## config.mk

```make
export PLATFORM = sky130hd
export DESIGN_NAME = lsd_drive_config
export DESIGN_NICKNAME = d
export VERILOG_FILES = /design/src/lsd_pkg.sv /design/src/lsd_slot_decode.sv /design/src/lsd_peak_calc.sv /design/src/lsd_drive_config.sv
export VERILOG_INCLUDE_DIRS = /design/src /design/src/src
export SDC_FILE = /design/constraint.sdc
export NUM_CORES = 1
export LEC_CHECK = 0
export BUFFER_PORTS_ARGS = -buffer_cell sky130_fd_sc_hd__buf_2
export CAP_MARGIN = 20
export CELL_PAD_IN_SITES_DETAIL_PLACEMENT = 2
export CELL_PAD_IN_SITES_GLOBAL_PLACEMENT = 2
export CORE_MARGIN = 1
export CORE_UTILIZATION = 33
export DETAILED_ROUTE_END_ITERATION = 16
export HOLD_SLACK_MARGIN = 0.03
export MAX_ROUTING_LAYER = met4
export PLACE_DENSITY = 0.74
export SLEW_MARGIN = 10
export SYNTH_ARGS = -nofsm -noshare
export SYNTH_HDL_FRONTEND = slang
export SYNTH_SLANG_ARGS = --single-unit
```

## constraint.sdc

```tcl
create_clock -name clk -period 10.9 [get_ports clk]
set_clock_uncertainty 0.15 [all_clocks]
set_input_delay 1.09 -clock clk [delete_from_list [all_inputs] [get_ports clk]]
set_output_delay 1.09 -clock clk [all_outputs]
set_load 0.05 [all_outputs]
```

## src/lsd_defines.svh

```systemverilog
`ifndef LSD_DEFINES_SVH
`define LSD_DEFINES_SVH

// register offsets on the serial control port
`define LSD_OFS_SLOT_SELECT   8'h14
`define LSD_OFS_DRV3_CFG      8'h22
`define LSD_OFS_DRV1_CFG      8'h23

// reset values
`define LSD_RST_SLOT_SELECT   16'h0541
`define LSD_RST_DRV_CFG       16'h3000
`define LSD_RST_FIRST_CHOICE  2'h1
`define LSD_RST_SECOND_CHOICE 2'h0
`define LSD_RST_FIRST_ROUTE   4'h4
`define LSD_RST_SECOND_ROUTE  4'h5
`define LSD_RST_SCALE         1'h1

// slot select field positions
`define LSD_FIRST_CHOICE_LSB  0
`define LSD_SECOND_CHOICE_LSB 2
`define LSD_FIRST_ROUTE_LSB   4
`define LSD_SECOND_ROUTE_LSB  8

// driver config field positions
`define LSD_SCALE_BIT         13
`define LSD_SLEW_LSB          4
`define LSD_COARSE_LSB        0

// coarse term in 0.1 mA, fine in 0.001, scale in 0.1
`define LSD_COARSE_BASE       12'h1F7
`define LSD_COARSE_STEP       12'h0C6
`define LSD_FINE_BASE         11'h2E4
`define LSD_FINE_STEP         11'h016
`define LSD_SCALE_LOW         4'h1
`define LSD_SCALE_STEP        4'h9

// read data and valid answer one edge after the read strobe
`define LSD_READ_LATENCY      1

`endif

```

## src/lsd_pkg.sv

```systemverilog
`include "lsd_defines.svh"

package lsd_pkg;

   typedef logic [15:0] lsd_word_t;
   typedef logic [11:0] lsd_coarse_t;
   typedef logic [10:0] lsd_fine_t;
   typedef logic [25:0] lsd_peak_t;

   typedef enum logic [1:0] {
      LSD_EMIT_DETECTOR = 2'h0,
      LSD_EMIT_DRIVER1  = 2'h1,
      LSD_EMIT_DRIVER2  = 2'h2,
      LSD_EMIT_DRIVER3  = 2'h3
   } lsd_emit_e;

   // one-hot driver enable, bit 0 is driver one
   function automatic logic [2:0] lsd_emit_onehot(input logic [1:0] choice);
      logic [2:0] hot;
      hot = 3'h0;
      unique case (lsd_emit_e'(choice))
         LSD_EMIT_DETECTOR: hot = 3'h0;
         LSD_EMIT_DRIVER1:  hot = 3'h1;
         LSD_EMIT_DRIVER2:  hot = 3'h2;
         LSD_EMIT_DRIVER3:  hot = 3'h4;
      endcase
      return hot;
   endfunction : lsd_emit_onehot

   function automatic lsd_coarse_t lsd_coarse_term(input logic [3:0] code);
      logic [15:0] prod;
      prod = 16'(`LSD_COARSE_BASE) + 16'(`LSD_COARSE_STEP) * 16'(code);
      return prod[11:0];
   endfunction : lsd_coarse_term

endpackage : lsd_pkg

```

## src/lsd_slot_decode.sv

```systemverilog
`timescale 1ns/1ps
`include "lsd_defines.svh"

module lsd_slot_decode #(
   parameter logic [1:0] RESET_CHOICE = 2'h0,
   parameter logic [3:0] RESET_ROUTE  = 4'h0
) (
   input  wire logic       clk,
   input  wire logic       rst,
   input  wire logic [1:0] emitter_choice,
   input  wire logic [3:0] detector_route_sel,
   output logic      [2:0] emitter_enable,
   output logic            detector_pulse,
   output logic      [3:0] detector_route
);

   logic [2:0] next_emitter_enable;
   logic       next_detector_pulse;
   logic [3:0] next_detector_route;

   always_comb begin
      next_emitter_enable = lsd_pkg::lsd_emit_onehot(emitter_choice);
      // code zero pulses the photodiode path instead of an emitter
      next_detector_pulse = (emitter_choice == lsd_pkg::LSD_EMIT_DETECTOR);
      next_detector_route = detector_route_sel;
   end

   always_ff @(posedge clk) begin
      if (rst) begin
         emitter_enable <= lsd_pkg::lsd_emit_onehot(RESET_CHOICE);
         detector_pulse <= (RESET_CHOICE == 2'h0);
         detector_route <= RESET_ROUTE;
      end else begin
         emitter_enable <= next_emitter_enable;
         detector_pulse <= next_detector_pulse;
         detector_route <= next_detector_route;
      end
   end

endmodule : lsd_slot_decode

```

## src/lsd_peak_calc.sv

```systemverilog
`timescale 1ns/1ps
`include "lsd_defines.svh"

module lsd_peak_calc (
   input  wire logic        clk,
   input  wire logic        rst,
   input  wire logic [3:0]  coarse_code,
   input  wire logic [4:0]  fine_code,
   input  wire logic        strength_bit,
   output lsd_pkg::lsd_coarse_t coarse_term,
   output lsd_pkg::lsd_peak_t   peak_target
);

   lsd_pkg::lsd_coarse_t next_coarse_term;
   lsd_pkg::lsd_fine_t   fine_term;
   logic [3:0]           scale_term;
   logic [26:0]          product;
   lsd_pkg::lsd_peak_t   next_peak_target;

   // peak in units of 1e-5 mA; widest value fits 26 bits
   always_comb begin
      next_coarse_term = lsd_pkg::lsd_coarse_term(coarse_code);
      fine_term = `LSD_FINE_BASE + `LSD_FINE_STEP * 11'(fine_code);
      scale_term = `LSD_SCALE_LOW + (strength_bit ? `LSD_SCALE_STEP : 4'h0);
      product = 27'(next_coarse_term) * 27'(fine_term) * 27'(scale_term);
      next_peak_target = product[25:0];
   end

   always_ff @(posedge clk) begin
      if (rst) begin
         coarse_term <= 12'h000;
         peak_target <= 26'h0000000;
      end else begin
         coarse_term <= next_coarse_term;
         peak_target <= next_peak_target;
      end
   end

endmodule : lsd_peak_calc

```

## src/lsd_drive_config.sv

```systemverilog
// Contract
// - slot A code picks driver, resets 1
// - slot B same mapping, resets 0
// - code zero pulses photodiode path instead
// - slot A photodiode route, resets 4
// - slot B photodiode route, resets 5
// - driver 3 scale: full or tenth, resets set
// - driver 1 scale: full or tenth, resets set
// - driver 3 slew, slowest 0, resets 0
// - driver 3 coarse term 50.3 plus 19.8*code
// - driver 3 peak is coarse*fine*scale
// - driver 3 fine is 0.74 plus 0.022*code
// - driver 1 coarse term 50.3 plus 19.8*code
`timescale 1ns/1ps
`include "lsd_defines.svh"

module lsd_drive_config #(
   parameter int ADDR_W = 8
) (
   input  wire logic              clk,
   input  wire logic              rst,
   input  wire logic [ADDR_W-1:0] reg_addr,
   input  wire logic              reg_wr,
   input  wire logic [15:0]       reg_wdata,
   input  wire logic              reg_rd,
   output logic      [15:0]       reg_rdata,
   output logic                   reg_rvalid,
   input  wire logic [4:0]        driver3_fine_code,
   output logic      [2:0]        first_slot_emitter_enable,
   output logic                   first_slot_detector_pulse,
   output logic      [3:0]        first_slot_detector_route,
   output logic      [2:0]        second_slot_emitter_enable,
   output logic                   second_slot_detector_pulse,
   output logic      [3:0]        second_slot_detector_route,
   output logic                   driver3_strength_bit,
   output logic      [2:0]        driver3_edge_speed,
   output logic      [3:0]        driver3_coarse_code,
   output logic      [11:0]       driver3_coarse_term,
   output logic      [25:0]       driver3_peak_target,
   output logic                   driver1_strength_bit,
   output logic      [3:0]        driver1_coarse_code,
   output logic      [11:0]       driver1_coarse_term
);

   // offsets up to led1_drive_config must be reachable
   if (ADDR_W < 6 || ADDR_W > 16) begin : g_bad_addr_w
      $error("lsd_drive_config: ADDR_W must lie between 6 and 16");
   end

   lsd_pkg::lsd_word_t slot_select;
   lsd_pkg::lsd_word_t drv3_cfg;
   lsd_pkg::lsd_word_t drv1_cfg;
   lsd_pkg::lsd_word_t next_slot_select;
   lsd_pkg::lsd_word_t next_drv3_cfg;
   lsd_pkg::lsd_word_t next_drv1_cfg;
   lsd_pkg::lsd_word_t next_reg_rdata;
   logic               next_reg_rvalid;
   logic [11:0]        next_driver1_coarse_term;

   // address match, shared by the write and the read paths
   function automatic logic addr_hit(input logic [ADDR_W-1:0] addr,
                                     input logic [7:0]        ofs);
      return addr == ADDR_W'(ofs);
   endfunction : addr_hit

   // register writes; reserved bits are stored as written, keeping
   // them at their defaults is the host's duty
   always_comb begin
      next_slot_select = slot_select;
      next_drv3_cfg    = drv3_cfg;
      next_drv1_cfg    = drv1_cfg;
      if (reg_wr) begin
         if (addr_hit(reg_addr, `LSD_OFS_SLOT_SELECT)) begin
            next_slot_select = reg_wdata;
         end
         if (addr_hit(reg_addr, `LSD_OFS_DRV3_CFG)) begin
            next_drv3_cfg = reg_wdata;
         end
         if (addr_hit(reg_addr, `LSD_OFS_DRV1_CFG)) begin
            next_drv1_cfg = reg_wdata;
         end
      end
   end

   // read path; a read in the same cycle as a write returns the old value
   always_comb begin
      next_reg_rdata  = reg_rdata;
      next_reg_rvalid = reg_rd;
      if (reg_rd) begin
         if (addr_hit(reg_addr, `LSD_OFS_SLOT_SELECT)) begin
            next_reg_rdata = slot_select;
         end else if (addr_hit(reg_addr, `LSD_OFS_DRV3_CFG)) begin
            next_reg_rdata = drv3_cfg;
         end else if (addr_hit(reg_addr, `LSD_OFS_DRV1_CFG)) begin
            next_reg_rdata = drv1_cfg;
         end else begin
            next_reg_rdata = 16'h0000;
         end
      end
   end

   always_ff @(posedge clk) begin
      if (rst) begin
         slot_select <= `LSD_RST_SLOT_SELECT;
         drv3_cfg    <= `LSD_RST_DRV_CFG;
         drv1_cfg    <= `LSD_RST_DRV_CFG;
         reg_rdata   <= 16'h0000;
         reg_rvalid  <= 1'b0;
      end else begin
         slot_select <= next_slot_select;
         drv3_cfg    <= next_drv3_cfg;
         drv1_cfg    <= next_drv1_cfg;
         reg_rdata   <= next_reg_rdata;
         reg_rvalid  <= next_reg_rvalid;
      end
   end

   // the field outputs come straight from the register flops
   assign driver3_strength_bit = drv3_cfg[`LSD_SCALE_BIT];
   assign driver3_edge_speed   = drv3_cfg[`LSD_SLEW_LSB +: 3];
   assign driver3_coarse_code  = drv3_cfg[`LSD_COARSE_LSB +: 4];
   assign driver1_strength_bit = drv1_cfg[`LSD_SCALE_BIT];
   assign driver1_coarse_code  = drv1_cfg[`LSD_COARSE_LSB +: 4];

   always_comb begin
      next_driver1_coarse_term = lsd_pkg::lsd_coarse_term(driver1_coarse_code);
   end

   always_ff @(posedge clk) begin
      if (rst) begin
         driver1_coarse_term <= 12'h000;
      end else begin
         driver1_coarse_term <= next_driver1_coarse_term;
      end
   end

   // slot decoders: one per time slot
   logic [1:0] slot_choice [2];
   logic [3:0] slot_route  [2];
   logic [2:0] slot_enable [2];
   logic       slot_pulse  [2];
   logic [3:0] slot_out    [2];

   assign slot_choice[0] = slot_select[`LSD_FIRST_CHOICE_LSB +: 2];
   assign slot_choice[1] = slot_select[`LSD_SECOND_CHOICE_LSB +: 2];
   assign slot_route[0]  = slot_select[`LSD_FIRST_ROUTE_LSB +: 4];
   assign slot_route[1]  = slot_select[`LSD_SECOND_ROUTE_LSB +: 4];

   for (genvar s = 0; s < 2; s++) begin : g_slot
      localparam logic [1:0] RC = (s == 0) ? `LSD_RST_FIRST_CHOICE : `LSD_RST_SECOND_CHOICE;
      localparam logic [3:0] RR = (s == 0) ? `LSD_RST_FIRST_ROUTE : `LSD_RST_SECOND_ROUTE;
      lsd_slot_decode #(
         .RESET_CHOICE (RC),
         .RESET_ROUTE  (RR)
      ) u_decode (
         .clk                (clk),
         .rst                (rst),
         .emitter_choice     (slot_choice[s]),
         .detector_route_sel (slot_route[s]),
         .emitter_enable     (slot_enable[s]),
         .detector_pulse     (slot_pulse[s]),
         .detector_route     (slot_out[s])
      );
   end

   assign first_slot_emitter_enable  = slot_enable[0];
   assign first_slot_detector_pulse  = slot_pulse[0];
   assign first_slot_detector_route  = slot_out[0];
   assign second_slot_emitter_enable = slot_enable[1];
   assign second_slot_detector_pulse = slot_pulse[1];
   assign second_slot_detector_route = slot_out[1];

   // fine code comes from the adjust register outside this bank
   lsd_peak_calc u_peak3 (
      .clk          (clk),
      .rst          (rst),
      .coarse_code  (driver3_coarse_code),
      .fine_code    (driver3_fine_code),
      .strength_bit (driver3_strength_bit),
      .coarse_term  (driver3_coarse_term),
      .peak_target  (driver3_peak_target)
   );

   // separate model of the product, so a slip in the calc block shows
   logic [26:0] exp_peak;
   assign exp_peak = 27'(lsd_pkg::lsd_coarse_term(driver3_coarse_code))
                   * 27'(`LSD_FINE_BASE + `LSD_FINE_STEP * 11'(driver3_fine_code))
                   * (driver3_strength_bit ? 27'hA : 27'h1);
endmodule : lsd_drive_config

```

==> impl_metrics.csv <==
group,metric,value,unit
timing,tns,0,ps
setup_path,worst_setup_path_start_kind,"input pin",
clock_network,numCtsBuffers,17,
place,pre_cts_ws,-131.5,ps
floorplanning,ioPinCount,129,
detailed_routing,ant_nets,0,
detailed_routing,vias,9895,
floorplanning,die_y,192.0,um
logic_synthesis,synth.area.mux_share,1.344,%
logic_synthesis,synth_top_family_by_area,"adder cells",
logic_synthesis,synth.net_count,1712,
logic_synthesis,async_reset_ff_share,0,%
logic_synthesis,yosys-top-cells-count,"inv_1 (210), nand2_1 (170), nor2_1 (150)",
outcome,status,"finished clean",
global_routing,grt_max_degree,81,
setup_path,crit_fanout,9,
setup_path,cp-end-kind,"flop",
logic_synthesis,yosys.area_share.simple,18.36,%
finish,syn_to_final_growth,14.78,%
timing,max_slew_margin,40.16,%
logic_synthesis,syn_area,11910,sq um
place,gp_congestion,0.8386,
logic_synthesis,synth-seq-area-share,21.68,%
logic_synthesis,yosysUniqueCellTypes,70,
floorplanning,start_util,33.49,%
clock_network,postCtsSetupRepairBufs,0,
finish,num_antenna_cells,0,
min_path,min_path_type,"flop to flop",
timing,maxSlewViolCount,0,
logic_synthesis,synth_cells,1433,
detailed_routing,drc,0,
logic_synthesis,synth_area_leader_cell,"dfxtp_1",
global_routing,grt.total_usage,20.42,%
logic_synthesis,synth_top_area_share,21.68,%
timing,fmax,96.01,MHz
floorplanning,fp.dieW,192.0,um
clock_network,cts_num_sinks,129,
detailed_routing,wirelength,35260,um
finish,fill_cells,4092,
timing,setup_viol,0,
timing,grt_setup_unrepaired,"false",
global_routing,grt_pass1_vias,10920,
clock_network,cts_tree,"done",
logic_synthesis,ys_top_cells_by_area,"dfxtp_1 (22%), fa_1 (17%), ha_1 (15%)",
logic_synthesis,synthAdderAreaFrac,32.14,%
floorplanning,rows,69,
logic_synthesis,synth_compound_area_share,11.42,%
setup_path,critical_path.slowest_cell,"fa_1",
timing,tightest_slew,897.7,ps
global_routing,antenna_found_initial,1,
place,dpl.hpwl,27650,um
global_routing,use_met2,34.37,%
detailed_routing,drt_iter0_drc,260,
global_routing,met3_usage,2.339,%
finish,layout.cells.non_filler,2015,
logic_synthesis,synth-seq-cells,129,
logic_synthesis,ys.flop_type,"dfxtp_1",
finish,drive_gt1_share,14.48,%
timing,fin_ws,484.4,ps
global_routing,grt-ovfl-total,0,
floorplanning,die_area,36860,sq um
clock_network,root_buffer,"clkbuf_16",
finish,nets,1820,
setup_path,crit_path_max_incr_delay,570,ps
global_routing,grt_use_met1,25.91,%
clock_network,clk_pin_slew_worst_paths,60,ps
setup_path,cp_data_required_time,11080,ps
clock_network,htreeDepth,4,
timing,post-route-min-period,10420,ps
detailed_routing,wl_per_cell,17.50,um
global_routing,grt_first_pass_wirelength,57330,um
timing,hold_viol_final,0,
logic_synthesis,avgSynthCellArea,8.313,sq um
setup_path,path_class,"input pin to flop",
place,io_buffers,127,
setup_path,critPathArrivalTime,10600,ps
clock_network,clockBufferDepth,2,
detailed_routing,firstDrtPassIters,4,
logic_synthesis,synth-edff-count,0,
place,dp_cells,1982,
logic_synthesis,yosysMostFrequentCell,"inv_1",
clock_network,clkLatencyLatePin,440,ps
job,maxCapViolations,0,
floorplanning,core-area,35570,sq um
detailed_routing,via_per_inst,4.911,
global_routing,top_usage_layer,"met2",
timing,timing.final.crit_share,95.56,%
logic_synthesis,ys_warn_count,0,
logic_synthesis,synth_xor_area_share,5.850,%
[layout by cell type, fill, tap and decap left out, types with 16 or more instances in the layout]
cell       netlist  routed
a211oi_1        22      20
buf_2            1     126
xor2_1          31      31
ha_1           146     145
a21oi_1         93      92
inv_1          210     208
clkbuf_16        0      17
fa_1           100      99
a21o_1          20      20
nor2_1         150     150
mux2i_1         16      16
and2_1          33      33
nor2b_1         22      21
nand2_1        170     170
nor3_1          19      17
buf_4           13      29
dfxtp_1        129     129
xnor2_1         46      44
[logic make-up after synthesis]
family	after synthesis
AOI/OAI and AO/OA	210
xor gates and xnor gates	78
adders and majority gates	246
buffers and inverters	276
DFF	129
muxes	16
other	1
and+or+nand+nor	477
[metrics by stage]
stage | hold slack [ps] | util [%] | cell area, sq um
after floorplan | 285.7 | - | 11910
after global placement | 291.4 | 36.62 | 13030
after detailed placement | 304.5 | 36.62 | 13030
after CTS | 313.2 | 38.19 | 13580
after global routing | 331.6 | 38.44 | 13670
final | 306.5 | 38.44 | 13670
[critical path, delay by kind of cell]
family	cells	cell delay (ps)
xor gates and xnor gates	3	730
AOI/OAI and AO/OA	9	1750
and+or+nand+nor	7	1160
adders and majority gates	12	5130
buffers and inverters	8	770
[layout make-up]
| cell class | instances | area [sq um] | area share, % |
|---|---|---|---|
| clock buffer | 17 | 425.4 | 3.111 |
| clock inverter | 15 | 133.9 | 0.9791 |
| sequential | 129 | 2582 | 18.89 |
| tap | 461 | 576.8 | 4.219 |
| timing repair buffer | 155 | 848.3 | 6.204 |
| multi-input combinational | 1028 | 8318 | 60.83 |
| inverter | 210 | 788.3 | 5.765 |
[state kept, by name, summed over array words and instances, names as in the netlist]
| name | flops |
|---|---|
| reg_rvalid | 1 |
| drv1_cfg | 16 |
| driver1_coarse_term | 12 |
| drv3_cfg | 16 |
| g_slot.u_decode.emitter_enable | 6 |
| slot_select | 16 |
| g_slot.u_decode.detector_route | 8 |
| g_slot.u_decode.detector_pulse | 2 |
| u_peak3.peak_target | 25 |
| u_peak3.coarse_term | 11 |
| reg_rdata | 16 |
[routing by layer]
layer  routed length [um]  up-vias  share of wire [%]
met5                    0        -                  0
met4                  503        0                1.4
met3                  767       36                2.2
met2                17700      122                 50
met1                16290     4922                 46
li1                     -     4815                  -
[final timing paths]
check,start,to,slack [ps],cells after the start
min reg2reg,drv1_cfg[10],drv1_cfg[10],310,2
max reg2reg,drv3_cfg[2],u_peak3.peak_target[25],530,35
max,driver3_fine_code[1],u_peak3.peak_target[25],480,39
min,drv1_cfg[10],drv1_cfg[10],310,2
[timing repair]
action | in CTS | in global routing
hold buffers | 0 | 0
resized for setup | 0 | 19
setup endpoints to repair | 0 | 3
endpoints found under the hold margin | 0 | 0
Power is not shown: default switching activity piles up to over one toggle a cycle in this logic, so the estimate is an artifact.
